**src/rtl/usd_regs.vh**
```
// Register map, field positions, reset values and counts of the data port
`ifndef USD_REGS_VH
`define USD_REGS_VH

// Sixteen word aliases of the data port; alias 11 sits at 0x5000115c
`define USD_SHADOW_BASE  32'h50001130
`define USD_SHADOW_11    32'h5000115c
`define USD_SHADOW_SPAN  32'h00000040

// Control, status and interrupt registers
`define USD_CTRL_ADDR    32'h50001180
`define USD_LSR_ADDR     32'h50001184
`define USD_IST_ADDR     32'h50001188
`define USD_IMSK_ADDR    32'h5000118c
`define USD_DIV_ADDR     32'h50001190

// Control fields
`define USD_CTRL_FIFO_EN 0
`define USD_CTRL_IR_MODE 1
`define USD_CTRL_RESET   2'h0

// Line status fields
`define USD_LSR_DR       0
`define USD_LSR_OE       1
`define USD_LSR_TX_HOLDING_EMPTY     5

// Interrupt status and mask fields
`define USD_EV_RX        0
`define USD_EV_OE        1
`define USD_EV_TX_HOLDING_EMPTY      2
`define USD_IRQ_RESET    3'h0

// Shadow data field
`define USD_DATA_MSB     7

// Baud divisor: one oversample tick every divisor+1 clocks
`define USD_DIV_RESET    16'h0035

// Character buffers: 16 entries of 8 bits
`define USD_FIFO_DEPTH   16
`define USD_FIFO_AW      4

// Sixteen ticks per bit; start checked mid-bit; infrared pulse 3/16 bit
`define USD_TICK_LAST    4'hf
`define USD_TICK_MID     4'h7
`define USD_IR_PULSE     4'h3
`define USD_BIT_LAST     3'h7

`endif

```
**src/rtl/usd_port.v**
```verilog
// UART data port: shadow receive/transmit aliases, serial and infrared
`timescale 1ns/1ps
`include "usd_regs.vh"

// Functional notes
// Sixteen word addresses alias receive data on read, transmit on write.
// Read returns received byte in bits 7:0, serial or infrared input.
// Read data valid only while the receive data ready flag is set.
// FIFOs off: new character overwrites unread one and flags overrun.
// FIFOs on: read returns the oldest receive FIFO entry.
// Receive FIFO full: keep contents, drop new character, flag overrun.
// Written data goes out on serial output or active-low infrared output.
// Host writes only while the transmit holding empty flag is set.
// FIFOs off: one written character clears transmit holding empty.
// FIFOs off: further write before empty overwrites the pending char.
// FIFOs on: writes accepted until the 16-entry transmit FIFO fills.
// Write while transmit FIFO is full is discarded, contents untouched.
// Bits 15:8 reserved, read as zero, writes ignored.
module usd_port (
  input  wire        core_clk,
  input  wire        sys_rst,
  input  wire [31:0] addr,
  input  wire [31:0] wr_data,
  input  wire        wr_en,
  input  wire        rd_en,
  output reg  [31:0] rd_data,
  input  wire        sin,
  input  wire        sir_in,
  output reg         sout,
  output reg         sir_out_n,
  output reg         irq
);

  localparam ST_IDLE  = 2'd0;
  localparam ST_START = 2'd1;
  localparam ST_DATA  = 2'd2;
  localparam ST_STOP  = 2'd3;

  // Word-aligned hit in the sixteen alias locations
  function is_shadow;
    input [31:0] a;
    begin
      is_shadow = (a >= `USD_SHADOW_BASE) &&
                  (a < (`USD_SHADOW_BASE + `USD_SHADOW_SPAN)) &&
                  (a[1:0] == 2'b00);
    end
  endfunction

  reg  [1:0]  fifo_control_reg;
  reg  [15:0] divisor;
  reg  [15:0] div_cnt;
  reg         tick;
  reg  [2:0]  irq_status;
  reg  [2:0]  irq_mask;
  reg         overrun;
  reg         tx_holding_empty_q;
  reg  [7:0]  rx_buffer_reg;
  reg         rx_buf_valid;
  reg  [7:0]  tx_holding_reg;
  reg         thr_full;
  reg  [1:0]  rx_state;
  reg  [3:0]  rx_tick;
  reg  [2:0]  rx_bit;
  reg  [7:0]  rx_shift;
  reg         rx_done;
  reg  [7:0]  rx_byte;
  reg         ir_hit;
  reg  [1:0]  tx_state;
  reg  [3:0]  tx_tick;
  reg  [2:0]  tx_bit;
  reg  [7:0]  tx_shift;
  reg         tx_level;
  reg  [2:0]  next_irq_status;

  wire        fifo_en = fifo_control_reg[`USD_CTRL_FIFO_EN];
  wire        ir_mode = fifo_control_reg[`USD_CTRL_IR_MODE];
  wire        sh_rd   = rd_en && is_shadow(addr);
  wire        sh_wr   = wr_en && is_shadow(addr);
  wire        ctrl_wr = wr_en && (addr == `USD_CTRL_ADDR);
  wire        flush   = ctrl_wr && (wr_data[`USD_CTRL_FIFO_EN] != fifo_en);
  wire        rxf_ready;
  wire        rxf_valid;
  wire [7:0]  rxf_data;
  wire        txf_ready;
  wire        txf_valid;
  wire [7:0]  txf_data;

  // Receive line level: infrared counts a seen pulse as a zero bit
  wire rx_level  = ir_mode ? ~(ir_hit | sir_in) : sin;
  wire rx_sample = tick && (((rx_state == ST_START) &&
                   (rx_tick == `USD_TICK_MID)) ||
                   (((rx_state == ST_DATA) || (rx_state == ST_STOP)) &&
                   (rx_tick == `USD_TICK_LAST)));
  wire rx_drop   = rx_done && fifo_en && !rxf_ready;
  wire oe_ev     = rx_drop ||
                   (rx_done && !fifo_en && rx_buf_valid && !sh_rd);
  wire rx_ev     = rx_done && !rx_drop;
  wire dr        = fifo_en ? rxf_valid : rx_buf_valid;
  wire tx_holding_empty      = fifo_en ? !txf_valid : !thr_full;
  wire tx_avail  = fifo_en ? txf_valid : thr_full;
  wire tx_load   = (tx_state == ST_IDLE) && tx_avail;
  wire [7:0] rx_head = fifo_en ? rxf_data : rx_buffer_reg;

  // Receive FIFO: pushes are refused while full, so the head survives
  usd_fifo u_rx_fifo (
    .core_clk  (core_clk),
    .sys_rst   (sys_rst),
    .flush     (flush),
    .in_valid  (rx_done && fifo_en),
    .in_data   (rx_byte),
    .in_ready  (rxf_ready),
    .out_valid (rxf_valid),
    .out_data  (rxf_data),
    .out_ready (sh_rd && fifo_en)
  );

  // Transmit FIFO: a write when full is simply not taken
  usd_fifo u_tx_fifo (
    .core_clk  (core_clk),
    .sys_rst   (sys_rst),
    .flush     (flush),
    .in_valid  (sh_wr && fifo_en),
    .in_data   (wr_data[`USD_DATA_MSB:0]),
    .in_ready  (txf_ready),
    .out_valid (txf_valid),
    .out_data  (txf_data),
    .out_ready (tx_load && fifo_en)
  );

  // Software registers; toggling the FIFO enable flushes both FIFOs
  always @(posedge core_clk) begin
    if (sys_rst) begin
      fifo_control_reg <= `USD_CTRL_RESET;
      divisor          <= `USD_DIV_RESET;
      irq_mask         <= `USD_IRQ_RESET;
    end else if (wr_en) begin
      case (addr)
        `USD_CTRL_ADDR: fifo_control_reg <= wr_data[1:0];
        `USD_DIV_ADDR:  divisor          <= wr_data[15:0];
        `USD_IMSK_ADDR: irq_mask         <= wr_data[2:0];
        default:        fifo_control_reg <= fifo_control_reg;
      endcase
    end
  end

  // Oversample enable: one pulse every divisor+1 clocks
  always @(posedge core_clk) begin
    if (sys_rst) begin
      div_cnt <= 16'h0000;
      tick    <= 1'b0;
    end else if (div_cnt == 16'h0000) begin
      div_cnt <= divisor;
      tick    <= 1'b1;
    end else begin
      div_cnt <= div_cnt - 16'h0001;
      tick    <= 1'b0;
    end
  end

  // Infrared pulse catcher: a short pulse anywhere in a bit means zero
  always @(posedge core_clk) begin
    if (sys_rst) begin
      ir_hit <= 1'b0;
    end else if (rx_sample) begin
      ir_hit <= 1'b0;
    end else if (sir_in) begin
      ir_hit <= 1'b1;
    end
  end

  // Receiver: start checked mid-bit, then eight data bits LSB first
  always @(posedge core_clk) begin
    if (sys_rst) begin
      rx_state <= ST_IDLE;
      rx_tick  <= 4'h0;
      rx_bit   <= 3'h0;
      rx_shift <= 8'h00;
      rx_byte  <= 8'h00;
      rx_done  <= 1'b0;
    end else begin
      rx_done <= 1'b0;
      case (rx_state)
        ST_IDLE: begin
          rx_tick <= 4'h0;
          rx_bit  <= 3'h0;
          if (!rx_level) begin
            rx_state <= ST_START;
          end
        end
        ST_START: begin
          if (tick) begin
            rx_tick <= rx_tick + 4'h1;
          end
          if (rx_sample) begin
            rx_tick  <= 4'h0;
            // Serial mode: a glitch shorter than half a bit is not a start; infrared keeps any pulse via ir_hit
            rx_state <= rx_level ? ST_IDLE : ST_DATA;
          end
        end
        ST_DATA: begin
          if (tick) begin
            rx_tick <= rx_tick + 4'h1;
          end
          if (rx_sample) begin
            rx_shift <= {rx_level, rx_shift[7:1]};
            rx_bit   <= rx_bit + 3'h1;
            if (rx_bit == `USD_BIT_LAST) begin
              rx_state <= ST_STOP;
            end
          end
        end
        ST_STOP: begin
          if (tick) begin
            rx_tick <= rx_tick + 4'h1;
          end
          if (rx_sample) begin
            // Framing errors are dropped silently
            rx_done  <= rx_level;
            rx_byte  <= rx_shift;
            rx_state <= ST_IDLE;
          end
        end
        default: rx_state <= ST_IDLE;
      endcase
    end
  end

  // Single receive buffer used while the FIFOs are off
  always @(posedge core_clk) begin
    if (sys_rst || flush) begin
      rx_buffer_reg <= 8'h00;
      rx_buf_valid  <= 1'b0;
    end else if (rx_done && !fifo_en) begin
      rx_buffer_reg <= rx_byte;
      rx_buf_valid  <= 1'b1;
    end else if (sh_rd && !fifo_en) begin
      rx_buf_valid  <= 1'b0;
    end
  end

  // Holding register used while the FIFOs are off; a write wins the load
  always @(posedge core_clk) begin
    if (sys_rst || flush) begin
      tx_holding_reg <= 8'h00;
      thr_full       <= 1'b0;
    end else if (sh_wr && !fifo_en) begin
      tx_holding_reg <= wr_data[`USD_DATA_MSB:0];
      thr_full       <= 1'b1;
    end else if (tx_load && !fifo_en) begin
      thr_full       <= 1'b0;
    end
  end

  // Transmitter: start, eight data bits LSB first, one stop bit
  always @(posedge core_clk) begin
    if (sys_rst) begin
      tx_state <= ST_IDLE;
      tx_tick  <= 4'h0;
      tx_bit   <= 3'h0;
      tx_shift <= 8'h00;
      tx_level <= 1'b1;
    end else begin
      case (tx_state)
        ST_IDLE: begin
          tx_tick  <= 4'h0;
          tx_bit   <= 3'h0;
          tx_level <= 1'b1;
          if (tx_avail) begin
            tx_shift <= fifo_en ? txf_data : tx_holding_reg;
            tx_level <= 1'b0;
            tx_state <= ST_START;
          end
        end
        ST_START: begin
          if (tick) begin
            tx_tick <= tx_tick + 4'h1;
            if (tx_tick == `USD_TICK_LAST) begin
              tx_level <= tx_shift[0];
              tx_state <= ST_DATA;
            end
          end
        end
        ST_DATA: begin
          if (tick) begin
            tx_tick <= tx_tick + 4'h1;
            if (tx_tick == `USD_TICK_LAST) begin
              tx_bit   <= tx_bit + 3'h1;
              tx_shift <= {1'b0, tx_shift[7:1]};
              tx_level <= (tx_bit == `USD_BIT_LAST) ? 1'b1 : tx_shift[1];
              if (tx_bit == `USD_BIT_LAST) begin
                tx_state <= ST_STOP;
              end
            end
          end
        end
        ST_STOP: begin
          if (tick) begin
            tx_tick <= tx_tick + 4'h1;
            if (tx_tick == `USD_TICK_LAST) begin
              tx_state <= ST_IDLE;
            end
          end
        end
        default: tx_state <= ST_IDLE;
      endcase
    end
  end

  // Pin drivers; the unused output idles at its inactive level
  always @(posedge core_clk) begin
    if (sys_rst) begin
      sout      <= 1'b1;
      sir_out_n <= 1'b1;
    end else begin
      sout      <= ir_mode ? 1'b1 : tx_level;
      sir_out_n <= ~(ir_mode && !tx_level && (tx_state != ST_IDLE) &&
                     (tx_tick < `USD_IR_PULSE));
    end
  end

  // Sticky overrun flag, cleared by reading line status; set wins
  always @(posedge core_clk) begin
    if (sys_rst) begin
      overrun <= 1'b0;
    end else if (oe_ev) begin
      overrun <= 1'b1;
    end else if (rd_en && (addr == `USD_LSR_ADDR)) begin
      overrun <= 1'b0;
    end
  end

  // Event bits: write one clears, a new event in the same cycle wins
  always @* begin
    next_irq_status = irq_status;
    if (wr_en && (addr == `USD_IST_ADDR)) begin
      next_irq_status = irq_status & ~wr_data[2:0];
    end
    next_irq_status[`USD_EV_RX]   = next_irq_status[`USD_EV_RX] | rx_ev;
    next_irq_status[`USD_EV_OE]   = next_irq_status[`USD_EV_OE] | oe_ev;
    next_irq_status[`USD_EV_TX_HOLDING_EMPTY] = next_irq_status[`USD_EV_TX_HOLDING_EMPTY] |
                                    (tx_holding_empty && !tx_holding_empty_q);
  end

  // Interrupt status and level output
  always @(posedge core_clk) begin
    if (sys_rst) begin
      irq_status <= `USD_IRQ_RESET;
      tx_holding_empty_q     <= 1'b1;
      irq        <= 1'b0;
    end else begin
      irq_status <= next_irq_status;
      tx_holding_empty_q     <= tx_holding_empty;
      irq        <= |(next_irq_status & irq_mask);
    end
  end

  // Read data stand for one cycle after the strobe, zero otherwise
  always @(posedge core_clk) begin
    if (sys_rst) begin
      rd_data <= 32'h00000000;
    end else if (rd_en) begin
      rd_data <= 32'h00000000;
      if (is_shadow(addr)) begin
        rd_data[`USD_DATA_MSB:0] <= rx_head;
      end else begin
        case (addr)
          `USD_CTRL_ADDR: rd_data[1:0] <= fifo_control_reg;
          `USD_LSR_ADDR: begin
            rd_data[`USD_LSR_DR]   <= dr;
            rd_data[`USD_LSR_OE]   <= overrun;
            rd_data[`USD_LSR_TX_HOLDING_EMPTY] <= tx_holding_empty;
          end
          `USD_IST_ADDR:  rd_data[2:0]  <= irq_status;
          `USD_IMSK_ADDR: rd_data[2:0]  <= irq_mask;
          `USD_DIV_ADDR:  rd_data[15:0] <= divisor;
          default:        rd_data       <= 32'h00000000;
        endcase
      end
    end else begin
      rd_data <= 32'h00000000;
    end
  end

endmodule

```
**src/rtl/usd_fifo.v**
```verilog
// Character FIFO with valid/ready on both sides and a flush
`timescale 1ns/1ps
`include "usd_regs.vh"

module usd_fifo #(
  parameter WIDTH = 8,
  parameter DEPTH = `USD_FIFO_DEPTH,
  parameter AW    = `USD_FIFO_AW
) (
  input  wire             core_clk,
  input  wire             sys_rst,
  input  wire             flush,
  input  wire             in_valid,
  input  wire [WIDTH-1:0] in_data,
  output wire             in_ready,
  output wire             out_valid,
  output wire [WIDTH-1:0] out_data,
  input  wire             out_ready
);

  reg [WIDTH-1:0] mem [0:DEPTH-1];
  reg [AW-1:0]    wr_ptr;
  reg [AW-1:0]    rd_ptr;
  reg [AW:0]      fill;

  wire push = in_valid && in_ready;
  wire pop  = out_valid && out_ready;

  // Full refuses the push, so the stored entries are never disturbed
  assign in_ready  = (fill != DEPTH[AW:0]);
  assign out_valid = (fill != {(AW+1){1'b0}});
  assign out_data  = mem[rd_ptr];

  // Storage array needs no reset
  always @(posedge core_clk) begin
    if (push) begin
      mem[wr_ptr] <= in_data;
    end
  end

  // Pointers and fill level; the pointers wrap at the depth
  always @(posedge core_clk) begin
    if (sys_rst || flush) begin
      wr_ptr <= {AW{1'b0}};
      rd_ptr <= {AW{1'b0}};
      fill   <= {(AW+1){1'b0}};
    end else begin
      if (push) begin
        wr_ptr <= wr_ptr + {{(AW-1){1'b0}}, 1'b1};
      end
      if (pop) begin
        rd_ptr <= rd_ptr + {{(AW-1){1'b0}}, 1'b1};
      end
      if (push && !pop) begin
        fill <= fill + {{AW{1'b0}}, 1'b1};
      end else if (pop && !push) begin
        fill <= fill - {{AW{1'b0}}, 1'b1};
      end
    end
  end

endmodule

```
**config.mk**
```make
export PLATFORM = sky130hd
export DESIGN_NAME = usd_port
export DESIGN_NICKNAME = d
export VERILOG_FILES = /design/src/rtl/usd_port.v /design/src/rtl/usd_fifo.v
export VERILOG_INCLUDE_DIRS = /design/src /design/src/rtl
export SDC_FILE = /design/constraint.sdc
export NUM_CORES = 1
export LEC_CHECK = 0
export BUFFER_PORTS_ARGS = -buffer_cell sky130_fd_sc_hd__buf_4
export CAP_MARGIN = 20
export CORE_MARGIN = 2
export CORE_UTILIZATION = 63
export CTS_BUF_LIST = sky130_fd_sc_hd__clkbuf_8
export DETAILED_ROUTE_END_ITERATION = 16
export GPL_TIMING_DRIVEN = 0
export PLACE_DENSITY = 0.82
export RECOVER_POWER = 50
export SLEW_MARGIN = 40
export SYNTH_ARGS = -nofsm -noshare
export SYNTH_HDL_FRONTEND = slang
export SYNTH_SLANG_ARGS = --single-unit
```
**constraint.sdc**
```tcl
create_clock -name core_clk -period 4.1 [get_ports core_clk]
set_clock_uncertainty 0.15 [all_clocks]
set_input_delay 0.205 -clock core_clk [delete_from_list [all_inputs] [get_ports core_clk]]
set_output_delay 0.205 -clock core_clk [all_outputs]
set_load 0.03 [all_outputs]
```
==> results_dict.tcl <==
set metrics [dict create \
    outcome "finished clean" \
    grt_pass1_vias 11040 \
    stdcell_area_um2 19620 \
    die_w_um 169.4 \
    worstPathArrival_ps 4110 \
    port_buffers 70 \
    finalSetupViolations 0 \
    yosysTopAreaCell "edfxtp_1" \
    period_share_pct 92.11 \
    finalCriticalPeriod_ps 3777 \
    dpl.hpwl_mm 26.18 \
    antenna_cells 0 \
    core-area_um2 26880 \
    synth_area_um2 17240 \
    drive_gt1_share_pct 17.67 \
    grt_start_max_net_pins 23 \
    htreeDepth 3 \
    fin_total_pwr_w 0.008648 \
    synth_enable_flop_cells 256 \
    path_buf_inv 3 \
    cts_tree "yes" \
    grt_setup_unrepaired "no" \
    finalHoldViolations 0 \
    criticalPathCategory "primary input to flop" \
    grt_util_all_layers_pct 27.44 \
    avgSynthCellArea_um2 13.74 \
    drt-vias-per-instance 6.006 \
    cts_made_buffers 67 \
    cp_cell_sequence "clkbuf_4 > nor4_2 > nand4_1 > nor3_4 > nand4_4 > inv_1 > ha_1 > inv_1 > ha_1 > nor2b_1 > o21a_1 > or3_1 > a21oi_1 > xnor2_1 > nor2_1" \
    wirelength_mm 38.75 \
    critPathSlowestCell "nor4_2" \
    num_rows 60 \
    antenna_found_initial 0 \
    setup_tns_ps 0 \
    power.density_nw_per_um2 440.8 \
    hold_buffers 23 \
    cts_sinks 415 \
    routedWlPerCell_um 21.25 \
    critPathTopFamily "simple AND/OR/NAND/NOR gates" \
    maxCapViolCount 0 \
    critical_path_required_ps 4430 \
    top_regs "u_rx_fifo.mem x128, u_tx_fifo.mem x128" \
    cts.repair.resized 0 \
    critPathMaxFanout 7 \
    p_leak_nw 6.893 \
    clk-insertion-delay-late_ps 600 \
    synth_cells 1255 \
    max_freq_mhz 264.8 \
    drc 0 \
    gp_congestion 0.8785 \
    cts-root-buf "clkbuf_8" \
    area_growth_pct 13.79 \
    finalHoldWorstSlack_ps 101.2 \
    start_kind "primary input" \
    n_fill_cell 1708 \
    relSlewSlack_pct 19.41 \
    fp.dieArea_um2 28710 \
    die_h_um 169.4 \
    max_stage_delay_ps 580 \
    grt_pass1_wl_mm 59.84 \
    maxSlewViolCount 0 \
    clk_pin_slew_ps 60 \
    first_iter_violations 1297 \
    overflow 0 \
    initial_utilization_pct 64.16 \
    cts_setup_buffers 0 \
    fin_nets 1534 \
    dr.pass1.iters 6 \
    ys_ff_latch 415 \
    synthTopCellsByArea "edfxtp_1 45%, dfxtp_1 18%, mux4_2 8.9%" \
    synth_cell_types 71 \
    ir_drop_uv 300.4 \
    antenna_left 0 \
    yosysWarnings 0 \
    place_area_um2 18280 \
    yosysSeqAreaShare_pct 63.04 \
    endpoint_kind "flop" \
    synth_top_area_share_pct 44.58 \
    ioPinCount 105 \
    cts_max_path_buffers 3 \
    ys.flop_type "edfxtp_1" \
    min_path_type "primary input to flop" \
    worst_pin_slew_ps 1209 \
    vias 10960 \
    async_flop_share_pct 0 \
]
## cells in the mapped netlist (7+ instances only)
cell / count
clkbuf_1: 27
inv_1: 38
dfxtp_1: 159
nand3_1: 23
nor2b_1: 15
mux2i_1: 63
a21oi_1: 53
xor2_1: 21
and2_1: 29
edfxtp_1: 256
a21o_1: 8
buf_2: 15
nand4_1: 12
ha_1: 30
a211o_1: 8
nand2b_1: 7
buf_1: 8
nand2_1: 78
xnor2_1: 17
nor3_1: 21
nor2_1: 139
o21ai_0: 15
a211oi_1: 22
buf_4: 23
mux4_2: 68
a2111oi_0: 12
## placed cells by master, fill, tap and decap left out, types with 23 or more instances in the layout
cell           count
edfxtp_1         256
inv_1             59
nor2_1           135
buf_4             63
clkbuf_8          69
dfxtp_1          159
a21oi_1           54
nand2_1           78
clkbuf_1          61
mux2i_1           63
ha_1              30
mux4_2            68
nand3_1           23
dlygate4sd3_1     23
## report_power, final
group | internal, W | switching, W
Combinational | 0.000300 | 0.000429
Clock | 0.00172 | 0.00163
Sequential | 0.00449 | 0.0000814
## path summary, 6_finish.rpt
kind | slack, ps | cells past startpoint | to | startpoint
worst min-delay path | 100 | 4 | rd_data[1] | addr[7]
worst max-delay path | 320 | 15 | u_tx_fifo.fill[4] | addr[25]
worst min register to register | 300 | 2 | rx_buffer_reg[5] | rx_buffer_reg[5]
worst max register to register | 400 | 13 | u_rx_fifo.fill[4] | fifo_control_reg[0]
## metrics by stage
step / cells / util (%) / setup slack [ps]
6_report: 1824 / 73.00 / 323.4
5_1_grt: 1824 / 73.00 / 167.2
4_1_cts: 1824 / 73.51 / 273.4
3_5_place_dp: 1681 / 68.00 / -98.44
3_3_place_gp: 1681 / 67.91 / -43.98
2_1_floorplan: 1270 / - / 983.0
## worst min-delay path, stage by stage
cell and delay, ps:
buf_4 120, nand2_1 170, or3_4 180, o32ai_1 90
## layout make-up
| type | instances | area [um^2] | share of cell area (%) |
|---|---|---|---|
| sequential | 415 | 10870 | 55.40 |
| multi-input combinational | 740 | 5878 | 29.96 |
| clock buffer | 69 | 949.7 | 4.840 |
| timing repair buffer | 93 | 650.6 | 3.316 |
| tap | 341 | 426.7 | 2.175 |
| buffer | 75 | 392.9 | 2.002 |
| clock inverter | 51 | 301.5 | 1.537 |
| inverter | 40 | 150.1 | 0.7653 |
## kinds of logic (layout without fill, tap and decap cells)
family / count (synthesis) / in the layout / share of synthesized area (%)
AOI/OAI and AO/OA: 149 / 149 / 5.762
xor gates and xnor gates: 38 / 38 / 1.930
adders and majority gates: 32 / 32 / 2.409
buffers and inverters: 115 / 328 / 3.200
DFF: 415 / 415 / 63.04
muxes: 135 / 135 / 12.80
other: 1 / 16 / 0.02175
and+or+nand+nor: 370 / 370 / 10.83
## metal layers
| metal | global-route usage (%) | part of all wire, % | up-vias |
|---|---|---|---|
| li1 | - | - | 5007 |
| met1 | 38.40 | 42 | 5408 |
| met2 | 44.63 | 48 | 473 |
| met3 | 4.384 | 7.1 | 67 |
| met4 | 9.142 | 2.5 | 0 |
| met5 | 0 | 0 | - |
Power figures use the tool's default switching activity.
